==> src/inc/ctm_pkg.sv <==
// Package for the compact 10-bit timer with PWM output.
// Assumes one clock domain and a 32-bit AXI4-Lite register bus.
package ctm_pkg;

    // Register byte addresses, one aligned word each.
    localparam logic [4:0] ADDR_CTRL0 = 5'h00;
    localparam logic [4:0] ADDR_CTRL1 = 5'h04;
    localparam logic [4:0] ADDR_CNT_LO = 5'h08;
    localparam logic [4:0] ADDR_CNT_HI = 5'h0C;
    localparam logic [4:0] ADDR_CMPA_LO = 5'h10;
    localparam logic [4:0] ADDR_CMPA_HI = 5'h14;
    localparam logic [4:0] ADDR_FLAGS = 5'h18;

    // AXI response codes.
    localparam logic [1:0] RESP_OKAY = 2'h0;
    localparam logic [1:0] RESP_SLVERR = 2'h2;

    // Counter geometry.
    localparam int CNT_W = 10;
    localparam logic [9:0] CNT_MAX = 10'h3FF;
    localparam logic [9:0] CNT_ZERO = 10'h000;
    localparam logic [2:0] PER_ZERO = 3'h0;
    localparam int PER_SHIFT = 7;

    // Control register 0 fields.
    localparam int C0_PER_LSB = 0;
    localparam int C0_ON = 3;
    localparam int C0_CLK_LSB = 4;
    localparam int C0_PAUSE = 7;

    // Control register 1 fields.
    localparam int C1_CCLR = 0;
    localparam int C1_SWAP = 1;
    localparam int C1_INV = 2;
    localparam int C1_OLVL = 3;
    localparam int C1_ACT_LSB = 4;
    localparam int C1_MODE_LSB = 6;

    // Flag register bits, write one to clear.
    localparam int FLG_A = 0;
    localparam int FLG_P = 1;

    localparam logic [7:0] BYTE_ZERO = 8'h00;

    // Operating modes.
    localparam logic [1:0] MODE_CMP = 2'b00;
    localparam logic [1:0] MODE_PWM = 2'b10;
    localparam logic [1:0] MODE_TMR = 2'b11;

    // Pin actions.
    localparam logic [1:0] ACT_NONE = 2'b00;
    localparam logic [1:0] ACT_LOW = 2'b01;
    localparam logic [1:0] ACT_HIGH = 2'b10;
    localparam logic [1:0] ACT_TOGGLE = 2'b11;
    localparam logic [1:0] ACT_PWM = 2'b10;

    // Counter clock selection codes.
    localparam logic [2:0] CLK_DIV4 = 3'h0;
    localparam logic [2:0] CLK_SYS = 3'h1;
    localparam logic [2:0] CLK_DIV16 = 3'h2;
    localparam logic [2:0] CLK_DIV64 = 3'h3;
    localparam logic [2:0] CLK_EXT_RISE = 3'h6;
    localparam logic [2:0] CLK_EXT_FALL = 3'h7;

    // Decoded control fields.
    typedef struct packed {
        logic pause;
        logic [2:0] clk_sel;
        logic counter_on_bit;
        logic [2:0] period_value;
    } ctrl0_t;

    typedef struct packed {
        logic mode_field_hi;
        logic mode_field_lo;
        logic pin_action_hi;
        logic pin_action_lo;
        logic output_level_bit;
        logic invert_bit;
        logic period_duty_swap;
        logic clear_select;
    } ctrl1_t;

endpackage

==> src/verilog/ctm_timer.sv <==
// Compact 10-bit up-counting timer with comparators A and P and one pin.
// Assumes AXI4-Lite master on aclk, external pins asynchronous to aclk.
//
// Functional notes
// RQ1: Counter readable as low byte and two-bit high byte, upper bits zero.
// RQ2: Compare A is ten bits over two bytes, resetting to zero.
// RQ3: Mode 00 compare output, 11 timer, 10 PWM.
// RQ4: Clear-select low clears on P match or overflow; both flags raised.
// RQ5: Clear-select high clears on A match; P flag never raised.
// RQ6: Clear-select high with A zero overflows at 3FF without A flag.
// RQ7: Compare mode changes the pin only on an A flag; the code also sets it on a counter-on rising edge (RQ9).
// RQ8: A match drives pin high, low, toggles, or none per pin action.
// RQ9: Counter-on rising edge restores pin to the output level bit; the code does this in compare mode only.
// RQ10: Timer mode counts and flags like compare mode, pin not driven.
// RQ11: PWM ignores clear-select; period comparator clear starts each period.
// RQ12: Swap low: P times 128 is period, 1024 when zero; A is duty.
// RQ13: Swap high: A clears counter as period; P times 128 is duty.
// RQ14: Duty at or above period gives continuous active output.
// RQ15: PWM raises A flag on A match and P flag on P match.
// RQ16: Output level bit selects active level; invert bit reverses polarity.
// RQ17: PWM counting and flags continue while pin is forced.
// RQ18: Counter-on rising edge zeroes counter; falling edge keeps count.
// RQ19: Period value compares only with counter bits 9 to 7.
// RQ20: Compare pin action: 00 none, 01 low, 10 high, 11 toggle.
// RQ21: PWM pin action: 00 inactive, 01 active, 10 waveform, 11 undefined.
// RQ22: Counter increments per selected tick while on and not paused.
`timescale 1ns/1ns

module ctm_timer
    import ctm_pkg::*;
(
    // Clock and reset.
    input wire logic aclk,
    input wire logic aresetn,
    // AXI4-Lite write address.
    input wire logic [4:0] s_axi_awaddr,
    input wire logic [2:0] s_axi_awprot,
    input wire logic s_axi_awvalid,
    output logic s_axi_awready,
    // AXI4-Lite write data.
    input wire logic [31:0] s_axi_wdata,
    input wire logic [3:0] s_axi_wstrb,
    input wire logic s_axi_wvalid,
    output logic s_axi_wready,
    // AXI4-Lite write response.
    output logic [1:0] s_axi_bresp,
    output logic s_axi_bvalid,
    input wire logic s_axi_bready,
    // AXI4-Lite read address.
    input wire logic [4:0] s_axi_araddr,
    input wire logic [2:0] s_axi_arprot,
    input wire logic s_axi_arvalid,
    output logic s_axi_arready,
    // AXI4-Lite read data.
    output logic [31:0] s_axi_rdata,
    output logic [1:0] s_axi_rresp,
    output logic s_axi_rvalid,
    input wire logic s_axi_rready,
    // External counter clock pin.
    input wire logic ext_clk_pin,
    // Timer output pin and its enable, enable low while driving.
    output logic timer_out,
    output logic timer_out_oe_n
);

    ////////////////////////////////////////////////////////////////////////
    // Register state.
    ctrl0_t c0_r;
    ctrl1_t c1_r;
    logic [9:0] compare_a_value_r;
    logic [9:0] cnt_r;
    logic [9:0] cnt_nxt;
    logic flag_a_r;
    logic flag_p_r;
    logic pin_r;
    logic pin_nxt;
    logic on_d_r;
    logic [5:0] pre_r;
    logic [2:0] ext_sync_r;
    logic ext_prev_r;

    ////////////////////////////////////////////////////////////////////////
    // Write channel: address and data latched in either order.
    logic aw_held_r;
    logic w_held_r;
    logic [4:0] aw_addr_r;
    logic [31:0] w_data_r;
    logic [3:0] w_strb_r;
    logic bvalid_r;
    logic [1:0] bresp_r;
    wire do_write = aw_held_r && w_held_r && !bvalid_r;
    wire wr_hit = (aw_addr_r == ADDR_CTRL0) || (aw_addr_r == ADDR_CTRL1)
        || (aw_addr_r == ADDR_CMPA_LO) || (aw_addr_r == ADDR_CMPA_HI)
        || (aw_addr_r == ADDR_FLAGS) || (aw_addr_r == ADDR_CNT_LO)
        || (aw_addr_r == ADDR_CNT_HI);
    wire wr_lane0 = do_write && w_strb_r[0];

    assign s_axi_awready = !aw_held_r;
    assign s_axi_wready = !w_held_r;
    assign s_axi_bvalid = bvalid_r;
    assign s_axi_bresp = bresp_r;

    // Hold channels until the response is accepted.
    always_ff @(posedge aclk)
    begin
        if (!aresetn)
        begin
            aw_held_r <= 1'b0;
            w_held_r <= 1'b0;
            aw_addr_r <= 5'h00;
            w_data_r <= 32'h0000_0000;
            w_strb_r <= 4'h0;
            bvalid_r <= 1'b0;
            bresp_r <= RESP_OKAY;
        end
        else
        begin
            if (s_axi_awvalid && !aw_held_r)
            begin
                aw_held_r <= 1'b1;
                aw_addr_r <= s_axi_awaddr;
            end
            if (s_axi_wvalid && !w_held_r)
            begin
                w_held_r <= 1'b1;
                w_data_r <= s_axi_wdata;
                w_strb_r <= s_axi_wstrb;
            end
            if (do_write)
            begin
                bvalid_r <= 1'b1;
                bresp_r <= wr_hit ? RESP_OKAY : RESP_SLVERR;
            end
            if (bvalid_r && s_axi_bready)
            begin
                bvalid_r <= 1'b0;
                aw_held_r <= 1'b0;
                w_held_r <= 1'b0;
            end
        end
    end

    ////////////////////////////////////////////////////////////////////////
    // Read channel: one cycle from address to data.
    logic rvalid_r;
    logic [31:0] rdata_r;
    logic [1:0] rresp_r;
    logic [7:0] rd_byte;
    logic rd_hit;

    assign s_axi_arready = !rvalid_r;
    assign s_axi_rvalid = rvalid_r;
    assign s_axi_rdata = rdata_r;
    assign s_axi_rresp = rresp_r;

    // Read decode; narrow registers sit in the low bits.
    always_comb
    begin
        rd_hit = 1'b1;
        case (s_axi_araddr)
            ADDR_CTRL0: rd_byte = c0_r;
            ADDR_CTRL1: rd_byte = c1_r;
            ADDR_CNT_LO: rd_byte = cnt_r[7:0]; // RQ1
            ADDR_CNT_HI: rd_byte = {6'h00, cnt_r[9:8]}; // RQ1
            ADDR_CMPA_LO: rd_byte = compare_a_value_r[7:0]; // RQ2
            ADDR_CMPA_HI: rd_byte = {6'h00, compare_a_value_r[9:8]}; // RQ2
            ADDR_FLAGS: rd_byte = {6'h00, flag_p_r, flag_a_r};
            default:
            begin
                rd_byte = BYTE_ZERO;
                rd_hit = 1'b0;
            end
        endcase
    end

    // Capture read data when the address is taken.
    always_ff @(posedge aclk)
    begin
        if (!aresetn)
        begin
            rvalid_r <= 1'b0;
            rdata_r <= 32'h0000_0000;
            rresp_r <= RESP_OKAY;
        end
        else if (s_axi_arvalid && !rvalid_r)
        begin
            rvalid_r <= 1'b1;
            rdata_r <= {24'h00_0000, rd_byte};
            rresp_r <= rd_hit ? RESP_OKAY : RESP_SLVERR;
        end
        else if (rvalid_r && s_axi_rready)
        begin
            rvalid_r <= 1'b0;
        end
    end

    ////////////////////////////////////////////////////////////////////////
    // Counter tick source: prescaler or synchronised external pin.
    wire ext_rise = ext_sync_r[1] && ext_sync_r[2] && !ext_prev_r;
    wire ext_fall = !ext_sync_r[1] && !ext_sync_r[2] && ext_prev_r;
    logic tick;

    always_comb
    begin
        case (c0_r.clk_sel)
            CLK_DIV4: tick = (pre_r[1:0] == 2'h3);
            CLK_SYS: tick = 1'b1;
            CLK_DIV16: tick = (pre_r[3:0] == 4'hF);
            CLK_DIV64: tick = (pre_r == 6'h3F);
            CLK_EXT_RISE: tick = ext_rise;
            CLK_EXT_FALL: tick = ext_fall;
            default: tick = (pre_r == 6'h3F);
        endcase
    end

    // Prescaler and three-stage pin synchroniser; change when 2 and 3 agree.
    always_ff @(posedge aclk)
    begin
        if (!aresetn)
        begin
            pre_r <= 6'h00;
            ext_sync_r <= 3'h0;
            ext_prev_r <= 1'b0;
        end
        else
        begin
            pre_r <= pre_r + 6'h01;
            ext_sync_r <= {ext_sync_r[1:0], ext_clk_pin};
            if (ext_sync_r[1] == ext_sync_r[2])
                ext_prev_r <= ext_sync_r[2];
        end
    end

    ////////////////////////////////////////////////////////////////////////
    // Comparators and clear logic.
    wire [1:0] mode = {c1_r.mode_field_hi, c1_r.mode_field_lo};
    wire [1:0] act = {c1_r.pin_action_hi, c1_r.pin_action_lo};
    wire is_pwm = (mode == MODE_PWM); // RQ3
    wire is_cmp = (mode == MODE_CMP); // RQ3
    wire [2:0] per = c0_r.period_value;
    wire on_rise = c0_r.counter_on_bit && !on_d_r;
    wire run = c0_r.counter_on_bit && !c0_r.pause && tick; // RQ22
    wire [9:0] cnt_inc = cnt_r + 10'h001;
    // Period value meets only the top three counter bits.
    wire match_p = (per != PER_ZERO)
        && (cnt_inc[9:PER_SHIFT] == per)
        && (cnt_inc[PER_SHIFT-1:0] == 7'h00); // RQ19
    wire ovf = (cnt_r == CNT_MAX);
    wire match_a = (compare_a_value_r != CNT_ZERO)
        && (cnt_inc == compare_a_value_r); // RQ6
    // Clear source: PWM follows the swap bit, else the clear-select bit.
    wire clr_on_a = is_pwm ? c1_r.period_duty_swap
        : c1_r.clear_select; // RQ11 RQ13
    wire clr_p = !clr_on_a && (match_p || (per == PER_ZERO && ovf)); // RQ4
    wire clr_a = clr_on_a && match_a; // RQ5
    wire ev_a = run && match_a; // RQ15
    wire ev_p = run && match_p && (is_pwm || !c1_r.clear_select); // RQ5
    // P span for PWM, period or duty per the swap bit; a zero period value means 1024.
    wire [10:0] p_span = (per == PER_ZERO) ? 11'h400
        : {per, 8'h00} >> 1; // RQ12
    wire [10:0] a_span = {1'b0, compare_a_value_r};
    wire [10:0] duty = c1_r.period_duty_swap ? p_span : a_span; // RQ13
    wire [10:0] period = c1_r.period_duty_swap ? a_span : p_span;
    wire full_duty = (duty >= period); // RQ14
    wire active = full_duty || ({1'b0, cnt_r} < duty);

    // Counter next value.
    always_comb
    begin
        cnt_nxt = cnt_r;
        if (on_rise)
            cnt_nxt = CNT_ZERO; // RQ18
        else if (run && (clr_a || clr_p))
            cnt_nxt = CNT_ZERO; // RQ4 RQ11
        else if (run)
            cnt_nxt = cnt_inc; // RQ22
    end

    ////////////////////////////////////////////////////////////////////////
    // Output pin next value.
    wire pwm_lvl = (c1_r.output_level_bit ? active : !active)
        ^ c1_r.invert_bit; // RQ16
    wire act_lvl = c1_r.output_level_bit ^ c1_r.invert_bit;

    always_comb
    begin
        pin_nxt = pin_r;
        if (is_pwm)
        begin
            case (act) // RQ21 RQ17
                ACT_NONE: pin_nxt = !act_lvl;
                ACT_LOW: pin_nxt = act_lvl;
                ACT_PWM: pin_nxt = pwm_lvl;
                default: pin_nxt = pin_r;
            endcase
        end
        else if (on_rise && is_cmp)
            pin_nxt = c1_r.output_level_bit; // RQ9
        else if (is_cmp && ev_a)
        begin
            case (act) // RQ7 RQ8 RQ20
                ACT_LOW: pin_nxt = 1'b0;
                ACT_HIGH: pin_nxt = 1'b1;
                ACT_TOGGLE: pin_nxt = !pin_r;
                default: pin_nxt = pin_r;
            endcase
        end
    end

    // Timer mode releases the pin for other uses.
    assign timer_out = pin_r;
    assign timer_out_oe_n = (mode == MODE_TMR); // RQ10

    ////////////////////////////////////////////////////////////////////////
    // Core state and software-written registers; flag set beats clear.
    always_ff @(posedge aclk)
    begin
        if (!aresetn)
        begin
            c0_r <= '0;
            c1_r <= '0;
            compare_a_value_r <= CNT_ZERO; // RQ2
            cnt_r <= CNT_ZERO;
            flag_a_r <= 1'b0;
            flag_p_r <= 1'b0;
            pin_r <= 1'b0;
            on_d_r <= 1'b0;
        end
        else
        begin
            on_d_r <= c0_r.counter_on_bit;
            cnt_r <= cnt_nxt;
            pin_r <= pin_nxt;
            if (wr_lane0 && aw_addr_r == ADDR_CTRL0)
                c0_r <= w_data_r[7:0];
            if (wr_lane0 && aw_addr_r == ADDR_CTRL1)
                c1_r <= w_data_r[7:0];
            if (wr_lane0 && aw_addr_r == ADDR_CMPA_LO)
                compare_a_value_r[7:0] <= w_data_r[7:0];
            if (wr_lane0 && aw_addr_r == ADDR_CMPA_HI)
                compare_a_value_r[9:8] <= w_data_r[1:0];
            if (ev_a)
                flag_a_r <= 1'b1; // RQ4 RQ15
            else if (wr_lane0 && aw_addr_r == ADDR_FLAGS && w_data_r[FLG_A])
                flag_a_r <= 1'b0;
            if (ev_p)
                flag_p_r <= 1'b1; // RQ4 RQ15
            else if (wr_lane0 && aw_addr_r == ADDR_FLAGS && w_data_r[FLG_P])
                flag_p_r <= 1'b0;
        end
    end

endmodule // ctm_timer
==> config.mk <==
export PLATFORM = sky130hd
export DESIGN_NAME = ctm_timer
export DESIGN_NICKNAME = d
export VERILOG_FILES = /design/src/inc/ctm_pkg.sv /design/src/verilog/ctm_timer.sv
export SDC_FILE = /design/constraint.sdc
export NUM_CORES = 1
export LEC_CHECK = 0
export BUFFER_PORTS_ARGS = -buffer_cell sky130_fd_sc_hd__buf_2
export CAP_MARGIN = 15
export CORE_MARGIN = 3
export CORE_UTILIZATION = 47
export CTS_CLUSTER_DIAMETER = 120
export DETAILED_ROUTE_END_ITERATION = 6
export PLACE_DENSITY = 0.71
export SLEW_MARGIN = 20
export SYNTH_ARGS = -nofsm -noshare
export SYNTH_HDL_FRONTEND = slang
export SYNTH_SLANG_ARGS = --single-unit
export TNS_END_PERCENT = 30
==> constraint.sdc <==
create_clock -name aclk -period 3.3 [get_ports aclk]
set_input_delay 0.165 -clock aclk [delete_from_list [all_inputs] [get_ports aclk]]
set_output_delay 0.165 -clock aclk [all_outputs]
set_load 0.02 [all_outputs]
==> impl_metrics.toml, run 1 <==
[timing]
slew_headroom_pct = 49.5
setup_viol = 0
finalHoldViolations = 0
drv_slew = 0
finalCritPeriodShare_pct = 81.2
hold_slack_ns = 0.0211
finalCriticalPeriod_ns = 2.68
fin_setup_tns_ns = 0
rsz0062_at_grt = "false"
tightest_slew_ns = 0.753
fmax_ghz = 0.373
skew_ns = 0.00779

[pwr]
p_sw_share_pct = 28.2
clock_power_share_pct = 38.1
power_per_cell_area_nw_per_um2 = 351
p_seq_share_pct = 54.1
p_leak_nw = 2.04
p_comb_share_pct = 7.9
p_int_mw = 1.30
power.switching_mw = 0.512
vdd_drop_max_mv = 0.241

[grt]
grt_pass1_wl_mm = 17.7
gr-total-overflow = 0
grt_pass1_vias = 3687
grt_max_degree = 48
grt_use_total_pct = 19.2
antenna_found_initial = 0

[detailed_routing]
route.detailed.drc = 0
dr_total_vias = 3843
wl_per_cell_um = 14.8
antenna_left = 0
detailedRoute.firstPassIterationCount = 4
via_per_inst = 5.34
drt_iter0_markers = 192
wl_mm = 10.7

[clock_network]
clock-root-buffer = "clkbuf_8"
post_cts_buffers = 0
numCtsBuffers = 9
clk_pin_slew_ns = 0.09
cts_num_sinks = 78
clk_latency_ns = 0.36
clk_path_buf_depth = 2
htreeDepth = 3
cts_tree = "yes"

[critical_path]
r2r_cells = 8
end_kind = "flop"
startpoint_type = "flop"
regToRegEndpoint = "cnt_r[6]$_SDFFE_PP0P_"
timing.rr.start = "cnt_r[0]$_SDFFE_PP0P_"
worstPathArrival_ns = 2.91
crit_type = "flop to flop"
reg2reg_slack_ns = 0.62
worstPathRequired_ns = 3.53
cp_max_fo = 10

[synth]
synthDistinctLibCells = 69
synthArstFlopShare_pct = 0
ys_seq_area_share_pct = 32.4
avgSynthCellArea_um2 = 8.69
syn-cell-area_um2 = 4820
synthCells = 555
synth_edf_count = 0
ys_seq_elements = 78
ys.flop_type = "dfxtp_1"
yosys_warnings = 0

[min_path]
min_to = "w_held_r$_SDFFE_PP0P_"
hold_start = "s_axi_wvalid"
worstHoldPathCells = 2
hp-class = "input port to flop"

[placed_design]
place.gp.congestion = 0.864
dp_hpwl_mm = 7.90
portBuffers = 43

[cells_and_area]
diodes = 0
drive_gt1_share_pct = 14.8
syn2layout_area_growth_pct = 7.11
final_common_cell = "dfxtp_1"
nets = 661
layout_common_cells = "dfxtp_1 (78), nand2_1 (71), buf_2 (43), nor2b_1 (41), mux2i_1 (35)"

[floorplanning]
dieArea_um2 = 11500
die_h_um = 107
fp.dieW_um = 107
ios = 103
core_region_area_um2 = 9860
initial_core_util_pct = 48.9
num_rows = 36

[run_status]
status = "complete, no violations"

[run]
maxCapViolations = 0
==> kinds of logic after synthesis <==
family | after synthesis | share of synthesized area [%]
AOI/OAI and AO/OA | 104 | 15.4
DFF | 78 | 32.4
other | 1 | 0.0777
xor gates and xnor gates | 31 | 6.77
and+or+nand+nor | 212 | 23.4
adders and majority gates | 20 | 5.16
buffers and inverters | 72 | 8.71
muxes | 37 | 8.20
==> layout make-up <==
type                       count  area, um^2
tap                          133         166
timing repair buffer          48         258
clock buffer                   9         124
clock inverter                 7        65.1
multi-input combinational    430        2940
sequential                    78        1560
fill                         904        4700
inverter                      15        56.3
==> stage by stage <==
step	cells	util (%)	total power [mW]	setup slack (ns)	area, um^2
2_1_floorplan	580	-	1.13	0.915	4920
3_3_place_gp	702	50.3	1.14	0.691	4960
3_5_place_dp	702	50.3	1.14	0.620	4960
4_1_cts	720	52.4	1.84	0.609	5170
5_1_grt	720	52.4	1.89	0.294	5170
6_report	720	52.4	1.82	0.620	5170
==> state kept, by name, indices dropped and copies added (netlist names), 2 cells and up <==
name	cells
cnt_r	10
compare_a_value_r	10
s_axi_rdata	8
w_data_r	8
c1_r	6
pre_r	6
aw_addr_r	5
c0_r	5
ext_sync_r	3
per	3
act	2
==> cell usage after synthesis (6+ instances only) <==
master / instances / share of area (%)
dfxtp_1: 78 / 32
nand2_1: 71 / 5.5
nor2b_1: 41 / 5.3
mux2i_1: 35 / 7.3
buf_4: 27 / 4.2
nor2_1: 22 / 1.7
a21oi_1: 20 / 2.1
a21boi_0: 19 / 3.0
ha_1: 19 / 4.9
clkbuf_1: 16 / 1.2
and2_1: 15 / 1.9
inv_1: 15 / 1.2
o21ai_0: 15 / 1.6
xnor2_1: 15 / 2.7
nand3_1: 13 / 1.3
xor2_1: 12 / 2.2
a21oi_2: 10 / 1.8
nand2b_1: 9 / 1.2
nand4_1: 8 / 1.0
nor3_1: 8 / 0.83
buf_2: 7 / 0.73
a22oi_1: 6 / 0.93
==> worst max-delay path by stage <==
stage | startpoint | endpoint | slack (ns) | cells after the start
2_1_floorplan | c1_r[1]$_SDFFE_PN0P_ | timer_out$_SDFFE_PN0P_ | 0.91 | 12
3_3_place_gp | cnt_r[0]$_SDFFE_PP0P_ | cnt_r[6]$_SDFFE_PP0P_ | 0.69 | 8
3_5_place_dp | cnt_r[0]$_SDFFE_PP0P_ | cnt_r[8]$_SDFFE_PP0P_ | 0.62 | 8
4_1_cts | cnt_r[0]$_SDFFE_PP0P_ | cnt_r[8]$_SDFFE_PP0P_ | 0.61 | 8
5_1_grt | cnt_r[0]$_SDFFE_PP0P_ | cnt_r[6]$_SDFFE_PP0P_ | 0.29 | 8
6_report | cnt_r[0]$_SDFFE_PP0P_ | cnt_r[6]$_SDFFE_PP0P_ | 0.62 | 8
==> metal layers <==
layer	routed length, um	vias to the layer above	global-route usage [%]	part of all wire (%)
li1	-	1916	-	-
met1	4930	1781	25.5	46
met2	4900	125	31.3	46
met3	629	21	4.02	5.9
met4	199	0	6.03	1.9
met5	0	-	0	0
==> repair_timing <==
item	CTS	global route
hold buffers	2	0
gates resized for setup	0	0
hold endpoints to repair	2	0
==> power by group through the flow <==
stage               Combinational, mW  Clock (mW)  Sequential (mW)
floorplan                       0.126           0             1.00
global placement                0.137           0             1.00
detailed placement              0.140           0             1.00
CTS                             0.143       0.712            0.982
global route                    0.158       0.742            0.986
finish                          0.143       0.691            0.982
==> worst max-delay path, cell delays in order, from the launching register on <==
cell      delay, ns
dfxtp_1        0.56
ha_1           0.31
and2_4         0.23
nand2_2        0.09
a311oi_1       0.29
nand4_1        0.16
nor3_1         0.22
a31o_1         0.57
a21oi_2        0.11
Power figures use the tool's default switching activity.
==> inputs of run 2 (changes only) <==
Settings changed: PLACE_DENSITY 0.71 to 0.74.
Clock period 3.3 ns to 2.2 ns, I/O delays scaled along.
==> impl_metrics.toml, run 2 (synthesized netlist as in run 1, its figures left out) <==
[pwr]
p_sw_share_pct = 28.2
p_leak_nw = 2.24
p_int_mw = 1.96
p_seq_share_pct = 53.8
p_comb_share_pct = 8.4
power_per_cell_area_nw_per_um2 = 495
clock_power_share_pct = 37.8
design_power_total_mw = 2.73
power.switching_mw = 0.772
vdd_drop_max_mv = 0.340

[timing]
setup_viol = 0
fin_setup_tns_ns = 0
finalCriticalPeriod_ns = 2.16
fmax_ghz = 0.463
tightest_slew_ns = 0.572
slew_headroom_pct = 61.7
finalCritPeriodShare_pct = 98.1
finalHoldViolations = 0
drv_slew = 0
hold_slack_ns = 0.0103
skew_ns = 0.0158

[cells_and_area]
final_common_cell = "dfxtp_1"
nets = 694
largestRegisters = "cnt_r (10), compare_a_value_r (10)"
diodes = 0
final_core_util_pct = 56.1
layout_common_cells = "dfxtp_1 (73), nand2_1 (71), buf_2 (43), nor2b_1 (41), mux2i_1 (34)"
syn2layout_area_growth_pct = 14.6
drive_gt1_share_pct = 21.3
final_cell_area_um2 = 5530

[clock_network]
clk_latency_ns = 0.36
cts_num_sinks = 78
cts_tree = "yes"
numCtsBuffers = 9
clk_path_buf_depth = 2
clk_pin_slew_ns = 0.09
clock-root-buffer = "clkbuf_8"
htreeDepth = 3

[grt]
grt_pass1_wl_mm = 17.8
gr-total-overflow = 0
grt_use_total_pct = 19.3
grt_max_degree = 51
antenna_found_initial = 0
grt_pass1_vias = 3854

[critical_path]
startpoint_type = "flop"
crit_type = "flop to flop"
r2r_cells = 10
worstPathArrival_ns = 2.40
worstPathRequired_ns = 2.44
end_kind = "flop"
cp_max_fo = 8

[detailed_routing]
detailedRoute.firstPassIterationCount = 5
route.detailed.drc = 0
antenna_left = 0
drt_iter0_markers = 226
via_per_inst = 5.35
wl_per_cell_um = 14.8
wl_mm = 11.2
dr_total_vias = 4030

[placed_design]
place_area_um2 = 5180
place.gp.congestion = 0.886
portBuffers = 43
dp_hpwl_mm = 8.39

[floorplanning]
dieArea_um2 = 11500
ios = 103
num_rows = 36
core_region_area_um2 = 9860
die_h_um = 107
initial_core_util_pct = 48.9
fp.dieW_um = 107

[run_status]
status = "complete, no violations"

[run]
maxCapViolations = 0

[min_path]
hp-class = "input port to flop"
worstHoldPathCells = 3
-- run 2: cell types whose count changed in the layout (fill, tap and decap cells not counted), sizes merged --
cell         before  now
inv              19   20
clkbuf            9   10
clkinvlp          1    2
buf              46   75
dlygate4sd3       2    5
clkinv            2    0
-- run 2: area by class of cell --
cell class	count	area, um^2
clock buffers	9	124
fillers	876	4340
inverters	15	56.3
flip-flops and latches	78	1570
repair buffers	81	556
well taps	133	166
multi-input cells	430	3000
clock inverters	7	61.3
-- run 2: power by group through the flow --
stage / registers, mW / logic, mW / clock network [mW]
finish: 1.47 / 0.229 / 1.03
global route: 1.48 / 0.253 / 1.12
CTS: 1.47 / 0.223 / 1.06
detailed placement: 1.51 / 0.216 / 0
global placement: 1.50 / 0.210 / 0
floorplan: 1.50 / 0.189 / 0
-- run 2: repair_timing --
item / 4_1_cts / 5_1_grt
pin swaps: 2 / 6
hold buffers: 5 / 0
cloned: 0 / 1
endpoints found under the hold margin: 5 / 0
gates resized for setup: 2 / 18
setup endpoints to repair: 11 / 13
setup buffers: 1 / 2
-- run 2: worst paths after layout --
| kind | from | to | slack [ns] |
|---|---|---|---|
| worst max register to register | c1_r[1]$_SDFFE_PN0P_ | timer_out$_SDFFE_PN0P_ | 0.04 |
| worst min-delay path | s_axi_wdata[0] | w_data_r[0]$_SDFFE_PN0P_ | 0.01 |
| worst max-delay path | c1_r[1]$_SDFFE_PN0P_ | timer_out$_SDFFE_PN0P_ | 0.04 |
| worst min register to register | ext_sync_r[0]$_SDFF_PN0_ | ext_sync_r[1]$_SDFF_PN0_ | 0.44 |
-- run 2: worst max-delay path: stages, from the launching register on --
cell and delay, ns:
dfxtp_2 0.37, buf_4 0.17, nand2b_1 0.14, ha_1 0.20, nor4b_1 0.30, o21bai_1 0.15, a21oi_2 0.17, o21ai_1 0.10
a31o_1 0.19, a31oi_1 0.16, o22ai_1 0.10
-- run 2: per-layer routing --
metal,vias to the layer above,part of all wire [%],GRT usage (%)
met5,-,0,0
met3,19,7.1,3.30
li1,1986,-,-
met1,1876,44,25.3
met2,149,47,31.5
met4,0,1.9,7.85
-- run 2: stage by stage --
step | setup slack [ns] | std cells
floorplan | 0.0271 | 580
global placement | 0.0341 | 728
detailed placement | -0.0171 | 728
CTS | 0.0153 | 750
global route | -0.0498 | 753
finish | 0.0408 | 753
